[src/hw/pfs_defines.svh]
// command codes, field positions, supported masks and reset values of the status bytes
`ifndef PFS_DEFINES_SVH
`define PFS_DEFINES_SVH

// command codes of the status bytes
`define PFS_CMD_IOUT 8'h7B
`define PFS_CMD_INPUT 8'h7C
`define PFS_CMD_TEMP 8'h7D
`define PFS_CMD_COMM 8'h7E

// output-current byte fields
`define PFS_IOUT_OC_FAULT_BIT 7
`define PFS_IOUT_OC_WARN_BIT 5
`define PFS_IOUT_UC_FAULT_BIT 4
`define PFS_IOUT_SUPPORTED 8'hB0

// input byte fields
`define PFS_IN_OV_FAULT_BIT 7
`define PFS_IN_OV_WARN_BIT 6
`define PFS_IN_UV_WARN_BIT 5
`define PFS_IN_OFF_LIVE_BIT 3
`define PFS_IN_SUPPORTED 8'hE0

// temperature byte fields
`define PFS_TEMP_OT_FAULT_BIT 7
`define PFS_TEMP_OT_WARN_BIT 6
`define PFS_TEMP_SUPPORTED 8'hC0

// communication / logic / memory byte, every bit latched by default
`define PFS_COMM_SUPPORTED 8'hFF

// reset values
`define PFS_FLAGS_RST 8'h00
`define PFS_MASK_RST 8'h00
`define PFS_RDATA_RST 8'h00

`endif

[src/hw/pfs_pkg.sv]
// types shared by the fault status byte design
package pfs_pkg;
  typedef logic [7:0] pfs_byte_t;
  // one-hot decode of a status command code
  typedef enum logic [4:0] {
    PFS_SEL_NONE = 5'h01,
    PFS_SEL_IOUT = 5'h02,
    PFS_SEL_INPUT = 5'h04,
    PFS_SEL_TEMP = 5'h08,
    PFS_SEL_COMM = 5'h10
  } pfs_sel_t;
endpackage

[src/hw/pfs_flag_if.sv]
// bundle between the status logic and one latched flag byte
`timescale 1ns/1ps
interface pfs_flag_if;
  logic [7:0] set;
  logic [7:0] w1c;
  logic clr_all;
  logic [7:0] flags;
  modport bank (input set, input w1c, input clr_all, output flags);
  modport ctrl (output set, output w1c, output clr_all, input flags);
endinterface

[src/hw/pfs_flag_bank.sv]
// one byte of latched status flags with write-one-to-clear and clear-all
`timescale 1ns/1ps
`include "pfs_defines.svh"
module pfs_flag_bank #(
  parameter logic [7:0] SUPPORTED = 8'hFF
) (
  input wire logic clk,
  input wire logic rst_n,
  pfs_flag_if.bank fb
);
  import pfs_pkg::*;

  // set beats clear in the same cycle, unsupported bits stay zero
  always_ff @(posedge clk or negedge rst_n) begin
    if (!rst_n) begin
      fb.flags <= `PFS_FLAGS_RST;
    end else begin
      fb.flags <= ((fb.flags & ~(fb.w1c | {8{fb.clr_all}})) | fb.set) & SUPPORTED;
    end
  end
endmodule

[src/hw/pfs_status_top.sv]
// fault status bytes: output current, input, temperature and comm/logic/memory
//
// Function
// RULE1: output-current byte latches overcurrent fault b7, warn b5, undercurrent fault b4
// RULE2: output-current bits 6 and 3..0 are read-only zero
// RULE3: every alert-capable bit has its own bit in the alert mask register
// RULE4: input byte latches overvoltage fault b7, warn b6, undervoltage warn b5
// RULE5: input bits 4 and 2..0 are read-only zero
// RULE6: input bit 3 is live: one means input off, zero means on
// RULE7: input off when below turn-on or 5 V rail in lockout; never alerts (once on, the code goes off only below turn-off or in lockout)
// RULE8: input-off indicator set right after reset, without alert
// RULE9: input undervoltage warning is latched and may raise the alert
// RULE10: undervoltage warning alert masked until input first passes turn-on threshold
// RULE11: temperature byte latches fault b7, warn b6; bits 5..0 read zero
// RULE12: latched bits clear on clear-faults or on a written one
// RULE13: each status byte is one byte written or read per transaction
// RULE14: code 7Ch selects input byte, 7Dh the temperature byte
// RULE15: code 7Eh selects the communication, logic and memory byte
// RULE16: summary outputs flag output-current and input faults for status word
// RULE17: each summary is the OR of its byte and clears with it
// RULE18: latched flags hold until cleared; writing zero changes nothing
`timescale 1ns/1ps
`include "pfs_defines.svh"
module pfs_status_top (
  input wire logic sys_clk,
  input wire logic nrst,
  // status command port from the bus front end, same clock
  input wire logic cmd_valid,
  input wire logic cmd_write,
  input wire pfs_pkg::pfs_byte_t cmd_code,
  input wire pfs_pkg::pfs_byte_t cmd_wdata,
  input wire logic clear_faults,
  // alert mask command port, same clock
  input wire logic mask_write,
  input wire logic mask_read,
  input wire pfs_pkg::pfs_byte_t mask_code,
  input wire pfs_pkg::pfs_byte_t mask_wdata,
  // detector levels, asynchronous to sys_clk
  input wire logic overcurrent_fault_det,
  input wire logic overcurrent_warn_det,
  input wire logic undercurrent_fault_det,
  input wire logic input_overvoltage_fault_det,
  input wire logic input_overvoltage_warn_det,
  input wire logic input_undervoltage_warn_det,
  input wire logic power_input_above_turn_on_det,
  input wire logic power_input_below_turn_off_det,
  input wire logic internal_5v_rail_uvlo_det,
  input wire logic overtemp_fault_det,
  input wire logic overtemp_warn_det,
  // communication/logic/memory events, one-cycle pulses on sys_clk
  input wire pfs_pkg::pfs_byte_t comm_event,
  // answers
  output logic rsp_valid,
  output pfs_pkg::pfs_byte_t rsp_data,
  output logic rsp_unmapped,
  output logic alert_req,
  output logic iout_summary,
  output logic input_summary,
  output logic temp_summary,
  output logic comm_summary,
  output logic input_off_live_flag
);
  import pfs_pkg::*;

  localparam int NDET = 11;

  logic rst_meta;
  logic rst_n;
  logic [NDET-1:0] det_meta;
  logic [NDET-1:0] det_sync;
  logic uvw_armed;
  pfs_sel_t cmd_sel;
  pfs_sel_t mask_sel;
  pfs_byte_t mask_iout;
  pfs_byte_t mask_input;
  pfs_byte_t mask_temp;
  pfs_byte_t mask_comm;
  pfs_byte_t input_view;
  pfs_byte_t input_alert_mask;
  logic cmd_wr;
  logic cmd_rd;
  logic overcurrent_fault_flag;
  logic overcurrent_warn_flag;
  logic undercurrent_fault_flag;
  logic input_overvoltage_fault_flag;
  logic input_overvoltage_warn_flag;
  logic input_undervoltage_warn_flag;
  logic overtemp_fault_flag;
  logic overtemp_warn_flag;
  logic next_input_off;

  pfs_flag_if iout_fb ();
  pfs_flag_if input_fb ();
  pfs_flag_if temp_fb ();
  pfs_flag_if comm_fb ();

  // command code to byte select
  function automatic pfs_sel_t decode_code(input pfs_byte_t code);
    case (code)
      `PFS_CMD_IOUT: decode_code = PFS_SEL_IOUT;
      `PFS_CMD_INPUT: decode_code = PFS_SEL_INPUT; // [RULE14]
      `PFS_CMD_TEMP: decode_code = PFS_SEL_TEMP; // [RULE14]
      `PFS_CMD_COMM: decode_code = PFS_SEL_COMM; // [RULE15]
      default: decode_code = PFS_SEL_NONE;
    endcase
  endfunction

  // reset release through two flops
  always_ff @(posedge sys_clk or negedge nrst) begin
    if (!nrst) begin
      rst_meta <= 1'b0;
      rst_n <= 1'b0;
    end else begin
      rst_meta <= 1'b1;
      rst_n <= rst_meta;
    end
  end

  // detector levels pass two flops before use
  always_ff @(posedge sys_clk or negedge rst_n) begin
    if (!rst_n) begin
      det_meta <= '0;
      det_sync <= '0;
    end else begin
      det_meta <= {overcurrent_fault_det, overcurrent_warn_det, undercurrent_fault_det,
                   input_overvoltage_fault_det, input_overvoltage_warn_det,
                   input_undervoltage_warn_det, power_input_above_turn_on_det,
                   power_input_below_turn_off_det, internal_5v_rail_uvlo_det,
                   overtemp_fault_det, overtemp_warn_det};
      det_sync <= det_meta;
    end
  end

  // synchronised detector levels by name
  assign overcurrent_fault_flag = det_sync[10];
  assign overcurrent_warn_flag = det_sync[9];
  assign undercurrent_fault_flag = det_sync[8];
  assign input_overvoltage_fault_flag = det_sync[7];
  assign input_overvoltage_warn_flag = det_sync[6];
  assign input_undervoltage_warn_flag = det_sync[5];
  assign overtemp_fault_flag = det_sync[1];
  assign overtemp_warn_flag = det_sync[0];

  // request decode
  assign cmd_sel = decode_code(cmd_code);
  assign mask_sel = decode_code(mask_code);
  assign cmd_wr = cmd_valid && cmd_write;
  assign cmd_rd = cmd_valid && !cmd_write;

  // set vectors from detectors, only documented positions
  always_comb begin
    iout_fb.set = 8'h00;
    iout_fb.set[`PFS_IOUT_OC_FAULT_BIT] = overcurrent_fault_flag; // [RULE1]
    iout_fb.set[`PFS_IOUT_OC_WARN_BIT] = overcurrent_warn_flag; // [RULE1]
    iout_fb.set[`PFS_IOUT_UC_FAULT_BIT] = undercurrent_fault_flag; // [RULE1]
    input_fb.set = 8'h00;
    input_fb.set[`PFS_IN_OV_FAULT_BIT] = input_overvoltage_fault_flag; // [RULE4]
    input_fb.set[`PFS_IN_OV_WARN_BIT] = input_overvoltage_warn_flag; // [RULE4]
    input_fb.set[`PFS_IN_UV_WARN_BIT] = input_undervoltage_warn_flag; // [RULE4] [RULE9]
    temp_fb.set = 8'h00;
    temp_fb.set[`PFS_TEMP_OT_FAULT_BIT] = overtemp_fault_flag; // [RULE11]
    temp_fb.set[`PFS_TEMP_OT_WARN_BIT] = overtemp_warn_flag; // [RULE11]
    comm_fb.set = comm_event;
  end

  // written ones clear single flags, zeros do nothing
  always_comb begin
    iout_fb.w1c = (cmd_wr && cmd_sel == PFS_SEL_IOUT) ? cmd_wdata : 8'h00; // [RULE12] [RULE18]
    input_fb.w1c = (cmd_wr && cmd_sel == PFS_SEL_INPUT) ? cmd_wdata : 8'h00; // [RULE12]
    temp_fb.w1c = (cmd_wr && cmd_sel == PFS_SEL_TEMP) ? cmd_wdata : 8'h00; // [RULE12]
    comm_fb.w1c = (cmd_wr && cmd_sel == PFS_SEL_COMM) ? cmd_wdata : 8'h00; // [RULE12]
    iout_fb.clr_all = clear_faults; // [RULE12]
    input_fb.clr_all = clear_faults;
    temp_fb.clr_all = clear_faults;
    comm_fb.clr_all = clear_faults;
  end

  // latched flag bytes; unsupported positions are forced to zero
  pfs_flag_bank #(.SUPPORTED(`PFS_IOUT_SUPPORTED)) u_iout ( // [RULE2] [RULE18]
    .clk(sys_clk),
    .rst_n(rst_n),
    .fb(iout_fb)
  );
  pfs_flag_bank #(.SUPPORTED(`PFS_IN_SUPPORTED)) u_input ( // [RULE5]
    .clk(sys_clk),
    .rst_n(rst_n),
    .fb(input_fb)
  );
  pfs_flag_bank #(.SUPPORTED(`PFS_TEMP_SUPPORTED)) u_temp ( // [RULE11]
    .clk(sys_clk),
    .rst_n(rst_n),
    .fb(temp_fb)
  );
  pfs_flag_bank #(.SUPPORTED(`PFS_COMM_SUPPORTED)) u_comm (
    .clk(sys_clk),
    .rst_n(rst_n),
    .fb(comm_fb)
  );

  // live input state with turn-on / turn-off hysteresis
  always_comb begin
    if (input_off_live_flag) begin
      next_input_off = !(det_sync[4] && !det_sync[2]); // [RULE7]
    end else begin
      next_input_off = det_sync[3] || det_sync[2]; // [RULE7]
    end
  end

  // input starts off after reset
  always_ff @(posedge sys_clk or negedge rst_n) begin
    if (!rst_n) begin
      input_off_live_flag <= 1'b1; // [RULE8]
    end else begin
      input_off_live_flag <= next_input_off; // [RULE6]
    end
  end

  // undervoltage warning alert armed once input first passes turn-on
  always_ff @(posedge sys_clk or negedge rst_n) begin
    if (!rst_n) begin
      uvw_armed <= 1'b0;
    end else if (det_sync[4]) begin
      uvw_armed <= 1'b1; // [RULE10]
    end
  end

  // alert mask registers, one bit per alert-capable status bit
  always_ff @(posedge sys_clk or negedge rst_n) begin
    if (!rst_n) begin
      mask_iout <= `PFS_MASK_RST;
      mask_input <= `PFS_MASK_RST;
      mask_temp <= `PFS_MASK_RST;
      mask_comm <= `PFS_MASK_RST;
    end else if (mask_write) begin
      case (mask_sel)
        PFS_SEL_IOUT: mask_iout <= mask_wdata & `PFS_IOUT_SUPPORTED; // [RULE3]
        PFS_SEL_INPUT: mask_input <= mask_wdata & `PFS_IN_SUPPORTED; // [RULE3]
        PFS_SEL_TEMP: mask_temp <= mask_wdata & `PFS_TEMP_SUPPORTED; // [RULE3]
        PFS_SEL_COMM: mask_comm <= mask_wdata & `PFS_COMM_SUPPORTED; // [RULE3]
        default: mask_iout <= mask_iout;
      endcase
    end
  end

  // readable input byte: latched flags plus the live off bit
  always_comb begin
    input_view = input_fb.flags;
    input_view[`PFS_IN_OFF_LIVE_BIT] = input_off_live_flag; // [RULE6]
  end

  // effective input mask: uv warning held masked until armed
  always_comb begin
    input_alert_mask = mask_input;
    if (!uvw_armed) begin
      input_alert_mask[`PFS_IN_UV_WARN_BIT] = 1'b1; // [RULE10]
    end
  end

  // alert request from unmasked latched flags only; live bit never enters
  always_ff @(posedge sys_clk or negedge rst_n) begin
    if (!rst_n) begin
      alert_req <= 1'b0;
    end else begin
      alert_req <= |(iout_fb.flags & ~mask_iout) // [RULE3] [RULE9]
                   | |(input_fb.flags & ~input_alert_mask) // [RULE7] [RULE8]
                   | |(temp_fb.flags & ~mask_temp)
                   | |(comm_fb.flags & ~mask_comm);
    end
  end

  // status word / status byte summary bits
  always_ff @(posedge sys_clk or negedge rst_n) begin
    if (!rst_n) begin
      iout_summary <= 1'b0;
      input_summary <= 1'b0;
      temp_summary <= 1'b0;
      comm_summary <= 1'b0;
    end else begin
      iout_summary <= |iout_fb.flags; // [RULE16] [RULE17]
      input_summary <= |input_fb.flags; // [RULE16] [RULE17]
      temp_summary <= |temp_fb.flags; // [RULE17]
      comm_summary <= |comm_fb.flags; // [RULE17]
    end
  end

  // one-byte read answer, one cycle after the request
  always_ff @(posedge sys_clk or negedge rst_n) begin
    if (!rst_n) begin
      rsp_valid <= 1'b0;
      rsp_data <= `PFS_RDATA_RST;
    end else begin
      rsp_valid <= cmd_rd || mask_read; // [RULE13]
      if (cmd_rd) begin
        case (cmd_sel)
          PFS_SEL_IOUT: rsp_data <= iout_fb.flags; // [RULE2]
          PFS_SEL_INPUT: rsp_data <= input_view; // [RULE5]
          PFS_SEL_TEMP: rsp_data <= temp_fb.flags; // [RULE11]
          PFS_SEL_COMM: rsp_data <= comm_fb.flags; // [RULE15]
          default: rsp_data <= `PFS_RDATA_RST;
        endcase
      end else if (mask_read) begin
        case (mask_sel)
          PFS_SEL_IOUT: rsp_data <= mask_iout;
          PFS_SEL_INPUT: rsp_data <= mask_input;
          PFS_SEL_TEMP: rsp_data <= mask_temp;
          PFS_SEL_COMM: rsp_data <= mask_comm;
          default: rsp_data <= `PFS_RDATA_RST;
        endcase
      end else begin
        rsp_data <= `PFS_RDATA_RST;
      end
    end
  end

  // flag for an access to a code outside this block
  always_ff @(posedge sys_clk or negedge rst_n) begin
    if (!rst_n) begin
      rsp_unmapped <= 1'b0;
    end else begin
      rsp_unmapped <= (cmd_valid && cmd_sel == PFS_SEL_NONE)
                      || (!cmd_rd && mask_read && mask_sel == PFS_SEL_NONE)
                      || (mask_write && mask_sel == PFS_SEL_NONE);
    end
  end
endmodule

[config.mk]
export PLATFORM = sky130hd
export DESIGN_NAME = pfs_status_top
export DESIGN_NICKNAME = d
export VERILOG_FILES = /design/src/hw/pfs_pkg.sv /design/src/hw/pfs_flag_if.sv /design/src/hw/pfs_flag_bank.sv /design/src/hw/pfs_status_top.sv
export VERILOG_INCLUDE_DIRS = /design/src /design/src/hw
export SDC_FILE = /design/constraint.sdc
export NUM_CORES = 1
export LEC_CHECK = 0
export BUFFER_PORTS_ARGS = -buffer_cell sky130_fd_sc_hd__clkbuf_2
export CORE_ASPECT_RATIO = 0.7
export CORE_MARGIN = 2
export CORE_UTILIZATION = 45
export CTS_CLUSTER_SIZE = 25
export DETAILED_ROUTE_END_ITERATION = 12
export GPL_ROUTABILITY_DRIVEN = 1
export PLACE_DENSITY = 0.75
export SYNTH_ARGS = -nofsm -noshare
export SYNTH_HDL_FRONTEND = slang
export SYNTH_HIERARCHICAL = 1
export SYNTH_SLANG_ARGS = --single-unit
[constraint.sdc]
create_clock -name sys_clk -period 2.8 [get_ports sys_clk]
set_clock_uncertainty 0.05 [all_clocks]
set_input_delay 0.14 -clock sys_clk [delete_from_list [all_inputs] [get_ports sys_clk]]
set_output_delay 0.14 -clock sys_clk [all_outputs]
set_load 0.05 [all_outputs]
==> impl_metrics.csv, run 1 <==
group,metric,value,unit
global_route,grt_pass1_wl,11900,µm
power,total_power,0.00218,W
cts,cts_resized,0,
drt,dr.pass1.iters,5,
cells_and_area,final_layout_size_suffix_gt1_frac,0.310,
critical_path,startpoint_type,"input port",
cts,cts.sink_count,73,
cts,cts-root-buf,"clkbuf_8",
power,vdd_drop_max,0.318,mV
floorplanning,die_w,106,µm
critical_path,crit_path_max_fanout,16,
floorplanning,dieHeight,75.7,µm
cts,clk_latency,350,ps
drt,wirelength,7310,µm
floorplanning,dieArea,8050,µm²
timing,worst_pin_slew,806,ps
synth,synth_area,3300,µm²
cells_and_area,nets,443,
drt,post_drt_wl_per_cell,15.0,µm
placement,dp_slack,1170,ps
timing,rsz0062_at_grt,"no",
timing,finalCriticalPeriod,1550,ps
job,drv_cap,0,
timing,setup_tns,0,ps
timing,max_freq,645,MHz
global_route,grt_max_degree,43,
power,p_leak,2.04,nW
timing,relSlewSlack,0.462,
drt,drc_errors,0,
drt,via_per_inst,5.12,
global_route,antenna_found_initial,0,
synth,ys_warn_count,6,
global_route,grtUsageTotal,0.197,
cts,cts_setup_buffers,0,
floorplanning,core_area,7190,µm²
timing,setup_violations,0,
timing,post-route-period-util,0.554,
cts,tritoncts,"done",
placement,dp_hpwl,5520,µm
status,status,"completed",
global_route,grt_pass1_vias,2342,
drt,drt-initial-drc-count,157,
cts,clkSlewWorstSetupHoldPaths,80,ps
timing,fin_ws,1250,ps
placement,io_buffers,73,
cts,cts_max_level,3,
cells_and_area,nFillCells,625,
timing,final_hold_viol_count,0,
synth,synth_cells,289,
critical_path,arrival,1740,ps
floorplanning,start_util,0.459,
drt,vias,2499,
cells_and_area,stdcell_area,4130,µm²
drt,ant_nets,0,
floorplanning,rows,26,
hold_path,hold_class,"input port to flip-flop",
synth,syn_avg_cell_area,11.4,µm²
floorplanning,pin_count,74,
critical_path,path_class,"input port to flip-flop",
cells_and_area,area_growth,25.0,%
timing,drv_slew,0,
critical_path,required,2990,ps
global_route,grt_overflow,0,
cts,cts_buffers,9,
cells_and_area,n_antenna_cell,0,
placement,placed_area,3640,µm²
power,power_density,528,nW/µm²
placement,gp_congestion,0.959,
critical_path,cp-end-kind,"flip-flop",
cts,ctsLongestPathBuffers,2,
==> sequential cells by signal, indices dropped and copies added (netlist names), 3 cells and up <==
register and flops:
det_meta 11, det_sync 11, mask_comm 8, mask_input 3, mask_iout 3, rsp_data 8, u_comm/fb.flags 8, u_input/fb.flags 3
u_iout/fb.flags 3
==> power breakdown <==
group	leakage, nW	total, W	internal [W]	switching [W]
clock network	0.0964	0.000809	0.000414	0.000394
registers	0.867	0.00115	0.00110	0.0000459
logic	1.08	0.000222	0.000114	0.000108
==> worst paths after layout <==
kind	startpoint	end	slack [ps]	depth (start not counted)
max	cmd_valid	u_input/fb.flags[6]	1250	6
min	mask_wdata[7]	mask_temp[7]	30	2
max reg2reg	u_input/fb.flags[5]	rsp_data[5]	1420	3
min reg2reg	rst_n	mask_iout[4]	240	0
max in group asynchronous	rst_n	det_meta[8]	1810	1
min in group asynchronous	nrst	rst_meta	40	2
==> final cells by class <==
type / instances / area (µm²) / area share
well taps: 98 / 123 / 0.0297
inverters: 16 / 60.1 / 0.0146
clock buffers: 10 / 128 / 0.0309
clock inverters: 6 / 68.8 / 0.0167
multi-input cells: 182 / 1240 / 0.301
repair buffers: 103 / 676 / 0.164
flip-flops and latches: 73 / 1830 / 0.443
==> layout by cell type (no fill, tap or decap), types with 8 or more instances in the layout <==
cell            n
clkbuf_8        9
dfrtp_1        71
a222oi_1        8
nand2_1        15
a21o_1         16
and3_1         13
clkbuf_2       73
nor2_1         23
mux2_2         23
dlygate4sd3_1  29
conb_1         17
o22ai_1         8
inv_1          16
==> layer usage <==
metal / wire length (µm) / GRT usage / vias to the layer above
met4: 119 / 0.0643 / 0
met5: 0 / 0 / -
met1: 3380 / 0.272 / 1209
li1: - / - / 1186
met2: 3340 / 0.309 / 91
met3: 466 / 0.0522 / 13
==> critical path, stage by stage <==
cell and delay, ps:
dlygate4sd3_1 530, clkbuf_2 120, and3_1 440, and4b_1 280, nor2_1 50, a21o_1 180
==> through the flow <==
stage	hold WS, ps	cells	utilization
after global placement	-122	443	0.506
after detailed placement	-122	443	0.506
after global routing	27.0	488	0.574
after CTS	21.1	488	0.574
final	32.6	488	0.574
after floorplan	-206	302	-
==> repair_timing <==
action / CTS / global route
endpoints found under the setup margin: 0 / 0
endpoints found under the hold margin: 32 / 0
hold buffers: 29 / 0
(Power assumes the default switching activity.)
==> inputs of run 2 (changes only) <==
- ABC_AREA: default -> 1
- PLACE_DENSITY: 0.75 -> 0.77
- clock period: 2.8 -> 1.26 ns (I/O delays scaled with it)
==> run 2 against run 1 <==
Effect of this change: critical path depth is 5 lower; first-iteration DRC count is 52% higher; worst setup slack lost 1200 ps; sequential power is 120% higher; clock-buffer cell count unchanged; synthesized cell count grew 63%; combinational power increased by 150%; synthesized area is 9.9% higher; critical path type is now flip-flop to output port; critical endpoint is now input_off_live_flag; highest routed layer unchanged.
==> impl_metrics.csv, run 2 <==
group,metric,value,unit
floorplanning,pin_count,74,
timing,fin_ws,28.3,ps
drt,dr.pass1.iters,5,
timing,finalCriticalPeriod,1230,ps
critical_path,crit_cells,1,
cts,tritoncts,"done",
cts,cts_setup_buffers,0,
global_route,grt_pass1_vias,3189,
hold_path,hold_class,"input port to flip-flop",
placement,dp_slack,-8.89,ps
critical_path,cpLargestDelayFamily,"flip-flops",
floorplanning,core_area,7840,µm²
cts,cts_buffers,9,
timing,max_freq,812,MHz
critical_path,required,1150,ps
timing,setup_tns,0,ps
cts,cts.sink_count,73,
global_route,antenna_found_initial,0,
drt,drc_errors,0,
placement,dp_hpwl,6680,µm
synth,syn_avg_cell_area,7.69,µm²
timing,post-route-period-util,0.978,
synth,synth_area,3630,µm²
critical_path,reg2reg_slack,110,ps
critical_path,critPathMaxStageDelay,550,ps
status,status,"completed",
critical_path,cp-end-kind,"output port",
power,p_leak,2.52,nW
global_route,grtUsageTotal,0.216,
cts,cts-root-buf,"clkbuf_16",
cells_and_area,area_growth,29.5,%
hold_path,hold_depth,4,
critical_path,startpoint_type,"flip-flop",
cells_and_area,final_cell_mix,"147 x nand2_1, 73 x inv_1, 72 x clkbuf_2",
critical_path,ff2ff_path_depth,1,
cells_and_area,nFillCells,723,
placement,gp_congestion,0.858,
cts,clk_latency,340,ps
drt,via_per_inst,4.77,
cells_and_area,top_regs,"det_meta: 11 flops, det_sync: 11 flops",
global_route,grt_overflow,0,
cells_and_area,nets,647,
cts,clkSlewWorstSetupHoldPaths,60,ps
timing,drv_slew,0,
drt,wirelength,8860,µm
drt,post_drt_wl_per_cell,12.7,µm
critical_path,crit_chain,"clkbuf_4",
job,drv_cap,0,
global_route,grt_pass1_wl,14700,µm
global_route,grt_max_degree,31,
cells_and_area,n_antenna_cell,0,
floorplanning,rows,27,
drt,vias,3313,
drt,drt-initial-drc-count,238,
power,power_density,1170,nW/µm²
floorplanning,dieHeight,79.1,µm
timing,setup_violations,0,
timing,rsz0062_at_grt,"no",
drt,ant_nets,0,
cells_and_area,final_layout_size_suffix_gt1_frac,0.202,
cts,cts_max_level,3,
floorplanning,dieArea,8810,µm²
critical_path,arrival,1120,ps
cells_and_area,final_common_cell,"nand2_1",
power,vdd_drop_max,0.779,mV
timing,final_hold_viol_count,0,
floorplanning,start_util,0.463,
synth,synth_cells,472,
critical_path,crit_buf_inv,1,
floorplanning,die_w,111,µm
cells_and_area,fin_util,0.600,
synth,ys_warn_count,6,
cts,ctsLongestPathBuffers,2,
critical_path,slowest_stage,"dfstp_2",
placement,io_buffers,73,
critical_path,path_class,"flip-flop to output port",
critical_path,crit_path_max_fanout,3,
## run 2: report_power, final
part | total, W | leakage [nW] | switching [W] | internal (W)
Sequential | 0.00258 | 0.800 | 0.000108 | 0.00247
Clock | 0.00238 | 0.130 | 0.00102 | 0.00136
Combinational | 0.000551 | 1.59 | 0.000312 | 0.000239
Total | 0.00550 | 2.52 | 0.00144 | 0.00406
## run 2: routing by layer
layer,wire length [µm],vias to the layer above,track usage
li1,-,1638,-
met1,4090,1529,0.288
met2,3980,129,0.345
met3,657,17,0.0618
met4,131,0,0.0679
met5,0,-,0
## run 2: layout make-up
cell class                      count  area [µm²]  area share
Timing Repair Buffer              116         796       0.169
Inverter                           74         278      0.0591
Clock buffer                       10         229      0.0487
Sequential cell                    73        1830       0.390
Tap cell                          101         126      0.0269
Multi-Input combinational cell    315        1390       0.296
Clock inverter                      6        50.0      0.0106
## run 2: worst paths after layout
| kind | startpoint | end |
|---|---|---|
| setup reg to reg | u_temp/fb.flags[6] | temp_summary |
| hold / removal | cmd_write | rsp_data[6] |
| setup / recovery | input_off_live_flag | input_off_live_flag |
| max in group asynchronous | nrst | rst_n |
| hold reg to reg | rst_n | det_sync[4] |
| min in group asynchronous | rst_n | det_sync[4] |
## run 2: through the flow
step | std cells | total power, W | hold slack [ps] | instance area, µm²
detailed placement | 647 | 0.00308 | -198 | 4100
CTS | 695 | 0.00555 | 31.8 | 4700
floorplan | 485 | 0.00289 | -283 | 3680
global placement | 647 | 0.00306 | -201 | 4100
finish | 695 | 0.00550 | 46.7 | 4700
global route | 695 | 0.00576 | 69.5 | 4700
## run 2: repair_timing
| item | 4_1_cts | 5_1_grt |
|---|---|---|
| hold buffers | 32 | 0 |
| gates resized for setup | 1 | 0 |
| hold endpoints to repair | 39 | 0 |
| endpoints found under the setup margin | 1 | 0 |
